<file path="src/rtl/tdi_select_pkg.sv">
// Constants shared by the alternate data input select block.
package tdi_select_pkg;
  localparam int IR_WIDTH = 8;
  localparam logic [7:0] IR_IDCODE = 8'h16;
  localparam logic [7:0] IR_BYPASS = 8'hff;
  localparam logic [7:0] IR_CAPTURE_PATTERN = 8'h01;
  localparam int ID_WIDTH = 32;
  localparam int SIG_WIDTH = 32;
  localparam int CFG_WIDTH = 32;
  localparam int IDCODE_LOADS = 4;
  localparam logic [2:0] LOAD_COUNT_RESET = 3'h0;
  localparam logic [31:0] SIG_RESET = 32'hffffffff;
  localparam logic [31:0] CFG_RESET = 32'h00000000;
  localparam logic [7:0] IR_PROGRAM = 8'h30;
  localparam logic [7:0] IR_ERASE = 8'h03;
  localparam logic [7:0] IR_READ_CFG = 8'h31;
  localparam logic [7:0] IR_SIG = 8'h32;
  localparam logic [7:0] IR_FUSE = 8'h33;
  localparam int HV_WIDTH = 2;
  localparam int OUT_WIDTH = 12;
  localparam int IN_WIDTH = 4;
  typedef enum logic [3:0] {
    TLR = 4'h0, RTI = 4'h1, SEL_DR = 4'h2, CAP_DR = 4'h3,
    SH_DR = 4'h4, EX1_DR = 4'h5, PA_DR = 4'h6, EX2_DR = 4'h7,
    UPD_DR = 4'h8, SEL_IR = 4'h9, CAP_IR = 4'ha, SH_IR = 4'hb,
    EX1_IR = 4'hc, PA_IR = 4'hd, EX2_IR = 4'he, UPD_IR = 4'hf
  } tap_state_t;
endpackage
</file>
<file path="src/rtl/tdi_select.sv">
// Test access port with strap and instruction driven alternate data input.
// Summary of operation
// - Strap low selects alternate data input.
// - Strap high, no override: standard input.
// - Strap high: four consecutive IDCODE loads latch alternate override.
// - Override holds until Test-Logic-Reset.
// - Test-Logic-Reset loads IDCODE instruction.
// - Programming supply alone: outputs high impedance.
// - Programming supply alone: gate drivers low.
// - Programming supply alone: ignore other inputs.
// - Configuration programmed only over test port.
// - Hold 32-bit user signature word.
// - Programmed fuse refuses configuration readout.
// - Fuse cleared only by full erase.
// - Code 0x16 selects identification register.
// - Sample rising clock, output on falling.
`timescale 1ns/1ps
module tdi_select #(
  parameter logic [31:0] ID_VALUE = 32'h12345679 // Arbitrary identification value.
) (
  // Clock and reset.
  input wire logic i_mclk,
  input wire logic i_rst_b,
  // Test port pins.
  input wire logic i_tck,
  input wire logic i_tms,
  input wire logic i_tdi,
  input wire logic i_alternate_serial_data_in,
  input wire logic i_data_input_select_strap,
  input wire logic i_data_input_select_strap_oe,
  output logic o_tdo,
  output logic o_tdo_oe,
  // Supply state.
  input wire logic i_programming_only_supply,
  // Functional pins.
  input wire logic [tdi_select_pkg::IN_WIDTH-1:0] i_func_in,
  input wire logic [tdi_select_pkg::OUT_WIDTH-1:0] i_func_out,
  input wire logic [tdi_select_pkg::HV_WIDTH-1:0] i_high_voltage_gate_output,
  input wire logic [tdi_select_pkg::HV_WIDTH-1:0] i_hv_is_gate_driver,
  output logic [tdi_select_pkg::OUT_WIDTH-1:0] o_func_out,
  output logic [tdi_select_pkg::OUT_WIDTH-1:0] o_func_out_oe,
  output logic [tdi_select_pkg::HV_WIDTH-1:0] o_high_voltage_gate_output,
  output logic [tdi_select_pkg::IN_WIDTH-1:0] o_func_in,
  // Stored configuration.
  output logic [tdi_select_pkg::SIG_WIDTH-1:0] o_user_signature_word,
  output logic [tdi_select_pkg::CFG_WIDTH-1:0] o_config,
  output logic o_readback_security_fuse,
  output logic o_alt_selected
);
  typedef struct packed {
    logic [1:0] tck_s;
    logic [1:0] tms_s;
    logic [1:0] tdi_s;
    logic [1:0] alternate_serial_data_in_s;
    logic [1:0] strap_s;
    logic [1:0] strap_oe_s;
    logic [1:0] aps_s;
    logic tck_d;
    logic tms_d;
    logic tdi_d;
    logic alternate_serial_data_in_d;
    logic strap_d;
    logic aps_d;
    tdi_select_pkg::tap_state_t state;
    logic [7:0] ir;
    logic [7:0] ir_sh;
    logic [31:0] dr_sh;
    logic [2:0] load_count;
    logic alt_override;
    logic [31:0] sig;
    logic [31:0] cfg;
    logic fuse;
    logic tdo;
    logic tdo_oe;
    logic [tdi_select_pkg::OUT_WIDTH-1:0] fout;
    logic [tdi_select_pkg::OUT_WIDTH-1:0] fout_oe;
    logic [tdi_select_pkg::HV_WIDTH-1:0] hv;
    logic [tdi_select_pkg::IN_WIDTH-1:0] fin;
    logic alt_sel;
  } state_t;

  state_t r;
  state_t next_r;
  logic rise;
  logic fall;
  logic serial_in;
  logic strap_high;

  // Pins are first synchronised; only the second stage is ever read.
  always_comb begin
    next_r = r;
    next_r.tck_s = {r.tck_s[0], i_tck};
    next_r.tms_s = {r.tms_s[0], i_tms};
    next_r.tdi_s = {r.tdi_s[0], i_tdi};
    next_r.alternate_serial_data_in_s = {r.alternate_serial_data_in_s[0], i_alternate_serial_data_in};
    next_r.strap_s = {r.strap_s[0], i_data_input_select_strap};
    next_r.strap_oe_s = {r.strap_oe_s[0], i_data_input_select_strap_oe};
    next_r.aps_s = {r.aps_s[0], i_programming_only_supply};
    next_r.tck_d = r.tck_s[1];
    next_r.tms_d = r.tms_s[1];
    next_r.tdi_d = r.tdi_s[1];
    next_r.alternate_serial_data_in_d = r.alternate_serial_data_in_s[1];
    next_r.strap_d = r.strap_oe_s[1] ? r.strap_s[1] : 1'b1;
    next_r.aps_d = r.aps_s[1];
    rise = r.tck_s[1] & ~r.tck_d;
    fall = ~r.tck_s[1] & r.tck_d;
    strap_high = r.strap_d;
    // A low strap or a latched override both pick the alternate input.
    serial_in = (!strap_high || r.alt_override) ? r.alternate_serial_data_in_d : r.tdi_d;
    if (rise) begin
      case (r.state)
        tdi_select_pkg::TLR: next_r.state = r.tms_d ? tdi_select_pkg::TLR : tdi_select_pkg::RTI;
        tdi_select_pkg::RTI: next_r.state = r.tms_d ? tdi_select_pkg::SEL_DR : tdi_select_pkg::RTI;
        tdi_select_pkg::SEL_DR: next_r.state = r.tms_d ? tdi_select_pkg::SEL_IR : tdi_select_pkg::CAP_DR;
        tdi_select_pkg::CAP_DR: next_r.state = r.tms_d ? tdi_select_pkg::EX1_DR : tdi_select_pkg::SH_DR;
        tdi_select_pkg::SH_DR: next_r.state = r.tms_d ? tdi_select_pkg::EX1_DR : tdi_select_pkg::SH_DR;
        tdi_select_pkg::EX1_DR: next_r.state = r.tms_d ? tdi_select_pkg::UPD_DR : tdi_select_pkg::PA_DR;
        tdi_select_pkg::PA_DR: next_r.state = r.tms_d ? tdi_select_pkg::EX2_DR : tdi_select_pkg::PA_DR;
        tdi_select_pkg::EX2_DR: next_r.state = r.tms_d ? tdi_select_pkg::UPD_DR : tdi_select_pkg::SH_DR;
        tdi_select_pkg::UPD_DR: next_r.state = r.tms_d ? tdi_select_pkg::SEL_DR : tdi_select_pkg::RTI;
        tdi_select_pkg::SEL_IR: next_r.state = r.tms_d ? tdi_select_pkg::TLR : tdi_select_pkg::CAP_IR;
        tdi_select_pkg::CAP_IR: next_r.state = r.tms_d ? tdi_select_pkg::EX1_IR : tdi_select_pkg::SH_IR;
        tdi_select_pkg::SH_IR: next_r.state = r.tms_d ? tdi_select_pkg::EX1_IR : tdi_select_pkg::SH_IR;
        tdi_select_pkg::EX1_IR: next_r.state = r.tms_d ? tdi_select_pkg::UPD_IR : tdi_select_pkg::PA_IR;
        tdi_select_pkg::PA_IR: next_r.state = r.tms_d ? tdi_select_pkg::EX2_IR : tdi_select_pkg::PA_IR;
        tdi_select_pkg::EX2_IR: next_r.state = r.tms_d ? tdi_select_pkg::UPD_IR : tdi_select_pkg::SH_IR;
        default: next_r.state = r.tms_d ? tdi_select_pkg::SEL_DR : tdi_select_pkg::RTI;
      endcase
      case (r.state)
        tdi_select_pkg::TLR: begin
          next_r.ir = tdi_select_pkg::IR_IDCODE;
          next_r.load_count = tdi_select_pkg::LOAD_COUNT_RESET;
          next_r.alt_override = 1'b0;
        end
        tdi_select_pkg::CAP_IR: next_r.ir_sh = tdi_select_pkg::IR_IDCODE;
        tdi_select_pkg::SH_IR: next_r.ir_sh = {serial_in, r.ir_sh[7:1]};
        tdi_select_pkg::UPD_IR: begin
          // Capture-IR preloads IDCODE, so pure TMS walks count as loads.
          next_r.ir = r.ir_sh;
          if (r.ir_sh == tdi_select_pkg::IR_IDCODE) begin
            if (r.load_count < 3'(tdi_select_pkg::IDCODE_LOADS)) begin
              next_r.load_count = r.load_count + 3'h1;
            end
            if (strap_high && r.load_count == 3'(tdi_select_pkg::IDCODE_LOADS - 1)) begin
              next_r.alt_override = 1'b1;
            end
          end else begin
            next_r.load_count = tdi_select_pkg::LOAD_COUNT_RESET;
          end
        end
        tdi_select_pkg::CAP_DR: begin
          if (r.ir == tdi_select_pkg::IR_IDCODE) begin
            next_r.dr_sh = ID_VALUE;
          end else if (r.ir == tdi_select_pkg::IR_SIG) begin
            next_r.dr_sh = r.sig;
          end else if (r.ir == tdi_select_pkg::IR_READ_CFG) begin
            next_r.dr_sh = r.fuse ? 32'h00000000 : r.cfg;
          end else begin
            next_r.dr_sh = 32'h00000000;
          end
        end
        tdi_select_pkg::SH_DR: begin
          if (r.ir == tdi_select_pkg::IR_BYPASS) begin
            next_r.dr_sh = {31'h00000000, serial_in};
          end else begin
            next_r.dr_sh = {serial_in, r.dr_sh[31:1]};
          end
        end
        tdi_select_pkg::UPD_DR: begin
          // Configuration changes only through the test port.
          if (r.ir == tdi_select_pkg::IR_PROGRAM) begin
            next_r.cfg = r.dr_sh;
          end else if (r.ir == tdi_select_pkg::IR_SIG) begin
            next_r.sig = r.dr_sh;
          end else if (r.ir == tdi_select_pkg::IR_FUSE) begin
            next_r.fuse = 1'b1;
          end
        end
        tdi_select_pkg::RTI: begin
          if (r.ir == tdi_select_pkg::IR_ERASE) begin
            next_r.cfg = tdi_select_pkg::CFG_RESET;
            next_r.sig = tdi_select_pkg::SIG_RESET;
            next_r.fuse = 1'b0;
          end
        end
        default: begin
        end
      endcase
    end
    if (fall) begin
      next_r.tdo_oe = (r.state == tdi_select_pkg::SH_DR) || (r.state == tdi_select_pkg::SH_IR);
      next_r.tdo = (r.state == tdi_select_pkg::SH_IR) ? r.ir_sh[0] : r.dr_sh[0];
    end
    // Without the core supplies the pins fall back to a safe state.
    next_r.fout = r.aps_d ? '0 : i_func_out;
    // Open-drain pins are driven only while they pull low.
    next_r.fout_oe = r.aps_d ? '0 : ~i_func_out;
    next_r.hv = r.aps_d ? (i_high_voltage_gate_output & ~i_hv_is_gate_driver) :
                i_high_voltage_gate_output;
    next_r.fin = r.aps_d ? '0 : i_func_in;
    // Registered so that the select flag tracks its sources without a glitch.
    next_r.alt_sel = !next_r.strap_d || next_r.alt_override;
  end

  always_ff @(posedge i_mclk or negedge i_rst_b) begin
    if (!i_rst_b) begin
      r <= '0;
      r.state <= tdi_select_pkg::TLR;
      r.ir <= tdi_select_pkg::IR_IDCODE;
      r.sig <= tdi_select_pkg::SIG_RESET;
      r.strap_d <= 1'b1;
      r.aps_d <= 1'b1;
    end else begin
      r <= next_r;
    end
  end

  assign o_tdo = r.tdo;
  assign o_tdo_oe = r.tdo_oe;
  assign o_func_out = r.fout;
  assign o_func_out_oe = r.fout_oe;
  assign o_high_voltage_gate_output = r.hv;
  assign o_func_in = r.fin;
  assign o_user_signature_word = r.sig;
  assign o_config = r.cfg;
  assign o_readback_security_fuse = r.fuse;
  assign o_alt_selected = r.alt_sel;
endmodule

</file>
<file path="config.mk">
export PLATFORM = sky130hd
export DESIGN_NAME = tdi_select
export DESIGN_NICKNAME = d
export VERILOG_FILES = /design/src/rtl/tdi_select_pkg.sv /design/src/rtl/tdi_select.sv
export SDC_FILE = /design/constraint.sdc
export NUM_CORES = 1
export LEC_CHECK = 0
export ABC_CLOCK_PERIOD_IN_PS = 3610
export BUFFER_PORTS_ARGS = -buffer_cell sky130_fd_sc_hd__buf_4
export CAP_MARGIN = 20
export CORE_ASPECT_RATIO = 1.75
export CORE_MARGIN = 3
export CORE_UTILIZATION = 44
export DETAILED_ROUTE_END_ITERATION = 8
export PLACE_DENSITY_LB_ADDON = 0.2
export SKIP_LAST_GASP = 1
export SYNTH_ARGS = -nofsm -noshare
export SYNTH_HDL_FRONTEND = slang
export SYNTH_SLANG_ARGS = --single-unit
</file>
<file path="constraint.sdc">
create_clock -name i_mclk -period 3.61 [get_ports i_mclk]
set_input_delay 0.361 -clock i_mclk [delete_from_list [all_inputs] [get_ports i_mclk]]
set_output_delay 0.361 -clock i_mclk [all_outputs]
set_load 0.03 [all_outputs]
</file>
==> results.yml <==
detailed_routing:
  detail_route.wl_per_cell_um: 18.2
  first_pass_iteration_count_of_the_detailed_router: 7
  detailroute.via_count: 5694
  remaining_drc_errors: 0
  routed_via_count_divided_by_cell_count: 5.39
  initialDrtViolationCount: 371
  final_antenna_net_count: 0
  routed_wl_um: 19300
logic_synthesis:
  netlist.top_cell.by_area: "dfrtp_1"
  synth_mux_area_share_pct: 8.70
  number_of_instances_in_the_synthesized_netlist: 784
  post-synth-top-count-cell: "dfrtp_1"
  synth_enable_flop_cells: 0
  synthDistinctLibCells: 55
  ys_dominant_reg_cell: "dfrtp_1"
  synth_compound_gate_area_share_pct: 12.6
  synth_fp_nets: 815
  netlist_area_um2: 8450
  post_synth_fa_ha_maj_area_fraction_pct: 0.296
  synthDominantCellAreaShare_pct: 40.6
  yosys.area_share.simple_pct: 13.2
  post_synthesis_share_of_cell_area_spent_on_xor_and_xnor_gates_pct: 0.104
  synth_async_sr_flop_share_pct: 100
  combinational_family_with_the_most_area_after_synthesis: "simple AND/OR/NAND/NOR gates"
  synth_top_cells_by_count: "dfrtp_1, buf_4, nor2b_1, nor2_1, nand2_1"
  synth_top_cells_by_area: "dfrtp_1, dfstp_2, buf_4"
  number_of_warning_messages_in_the_yosys_log: 0
  syn_avg_cell_area_um2: 10.8
  number_of_storage_elements_in_the_synthesis_netlist: 174
  seq_area_frac_synth_pct: 52.1
clocking:
  number_of_h_tree_branching_levels: 4
  clkLatencyLatePin_ps: 430
  cts.clk_slew.worst_paths_ps: 70
  cts_made_buffers: 17
  maximum_root_to_sink_buffer_count: 2
  cts.sink_count: 174
  clock_tree_from_tritoncts: "yes"
  root_buffer: "clkbuf_16"
sta:
  worst_slew_pin_slew_ps: 777
  final.period_utilization_pct: 71.9
  rsz0062_at_grt: "false"
  report.final.hold_viol_count: 0
  fmax_mhz: 385
  setup_viol: 0
  final.setup_skew_ps: 15.0
  fin_max_slew_vios: 0
  fin_crit_ps: 2600
  post-route-worst-setup-slack_ps: 1010
  max_slew_margin_pct: 48.1
  totalNegativeSetupSlack_ps: 0
place:
  area_after_detailed_placement_um2: 8910
  place.gp.congestion: 0.813
  dp_hpwl_um: 13200
  port_buffers: 126
  pre_cts_slack_ps: 1040
pwr:
  power.ir.vdd_worst_v: 0.000318
  power.density_cell_area_nw_per_um2: 576
  power.switching_mw: 1.82
  p_int_mw: 3.68
  power.total_mw: 5.49
  comb_power_share_pct: 22.0
  cellLeakagePower_nw: 4.23
  power_switching_share_pct: 33.1
  sequential_power_share_pct: 43.2
  clkPwrFrac_pct: 34.8
worst_setup_path:
  criticalPathCategory: "register to register"
  arrival_time_at_the_worst_endpoint_ps: 2910
  required_time_of_the_critical_path_ps: 3920
  critPathLaunchType: "register"
  critical_path.slowest_cell: "dfrtp_1"
  critical_path.max_stage_delay_ps: 630
  worst_setup_path_end_kind: "register"
  cells_along_the_critical_path: "nor4b_4 > or4b_4 > a21oi_4 > buf_4 > mux2_2"
  critPathMaxFanout: 32
floorplanning:
  dieArea_um2: 21000
  num_rows: 66
  fp.dieH_um: 189
  die-width_um: 111
  num_io_pins: 127
  coreArea_um2: 18700
  initial_utilization_pct: 45.1
layout:
  multi_input_comb_area_um2: 2970
  sequential_cell_area_um2: 4400
  nNetsFinal: 837
  diodes: 0
  layout-drive-gt1-share_pct: 31.0
  post_synthesis_to_final_layout_area_growth_pct: 12.9
  nFillCells: 1647
  finalInstanceArea_um2: 9530
hold_path:
  worstHoldPathType: "input port to register"
grt:
  grtUsageTotal_pct: 18.6
  grt_first_pass_wirelength_um: 31300
  grt_overflow: 0
  pin_count_of_the_biggest_net_entering_global_routing: 76
  vias_in_the_first_global_route: 5920
  grt_antenna_before_repair: 0
job:
  max_cap_viol_count: 0
outcome:
  outcome: "finished clean"
## metal layers
metal | track usage, % | routed length (µm) | up-vias
met2 | 33.3 | 10500 | 173
met5 | 0 | 0 | -
met4 | 8.49 | 483 | 0
li1 | - | - | 2625
met1 | 20.7 | 7270 | 2864
met3 | 4.32 | 1010 | 32
## stage by stage
step | instances | hold slack (ps) | utilization, %
after floorplan | 784 | 65.4 | -
after global placement | 1024 | 332 | 47.5
after detailed placement | 1024 | 335 | 47.5
after CTS | 1057 | 18.1 | 50.9
after global routing | 1057 | 17.6 | 50.9
final | 1057 | 34.6 | 50.9
## worst max-delay path: cells and delay by family, from the launching register on
family                 cells  cell delay, ps
buffers and inverters      1             430
AO/OA/AOI/OAI              1             130
flip-flops                 1             630
AND/OR/NAND/NOR            2             860
multiplexers               1             400
## power by group through the flow
stage          clock (mW)  sequential, mW  combinational (mW)
2_1_floorplan           0            2.29               0.944
3_3_place_gp            0            2.39                1.17
3_5_place_dp            0            2.40                1.21
4_1_cts              1.96            2.37                1.21
5_1_grt              2.02            2.41                1.34
6_report             1.91            2.38                1.21
## registers in the layout (all words and copies together), names as in the netlist, 2 cells and up
name / flops
r: 63
o_high_voltage_gate_output: 2
o_func_out_oe: 12
o_user_signature_word: 32
o_config: 32
o_func_in: 4
next_r: 12
o_func_out: 12
## cell usage in the layout, fill, tap and decap left out, drive strengths merged, types with 2 or more instances in the layout
master	Yosys	routed
mux2i	34	34
a21oi	22	22
dfstp	37	37
and2	14	14
dfrtp	137	137
nor3b	2	2
a221o	13	13
buf	115	143
clkinv	0	2
o22a	3	3
ha	2	2
mux2	35	35
a31oi	6	6
clkbuf	26	19
a22oi	19	19
a21boi	2	2
o21ai	30	30
nor3	4	4
nor4	3	3
nand2b	5	5
inv	40	48
nand4	6	6
nand3b	2	2
a22o	5	5
o2bb2ai	14	14
nor2	57	57
o211ai	4	4
nand2	42	42
nor2b	58	58
and3	3	3
nand3	7	7
nor4b	3	3
bufinv	0	2
a2bb2oi	20	20
## cells by family after synthesis
| logic type | count (synthesis) |
|---|---|
| simple gates | 213 |
| xor+xnor | 1 |
| compound gates | 144 |
| flops | 174 |
| mux | 69 |
| buf+inv | 181 |
| fa+ha+maj | 2 |
## timing repair
action | 4_1_cts | 5_1_grt
setup buffers | 0 | 0
resized for setup | 0 | 0
hold endpoints to repair | 56 | 0
hold buffers | 1 | 0
## area by class of cell
cell class                      instances  area share (%)
Clock inverter                         13            1.78
Timing Repair Buffer                  144            11.5
Clock buffer                           19            4.65
Sequential cell                       174            46.2
Inverter                               40            1.57
Tap cell                              238            3.12
Multi-Input combinational cell        429            31.2
## final timing paths
kind                                            from                  endpoint  slack, ps  cells after the start
min in group asynchronous                    i_rst_b             o_func_out[5]        500                      2
max in group asynchronous                    i_rst_b  o_user_signature_word[5]       2190                      3
setup reg to reg                              r[152]              o_config[19]       1010                      5
hold reg to reg                          next_r[171]               next_r[158]        350                      0
setup / recovery                              r[152]              o_config[19]       1010                      5
hold / removal             i_programming_only_supply               next_r[161]         30                      1
No activity file was read; power rests on OpenSTA's default activity.
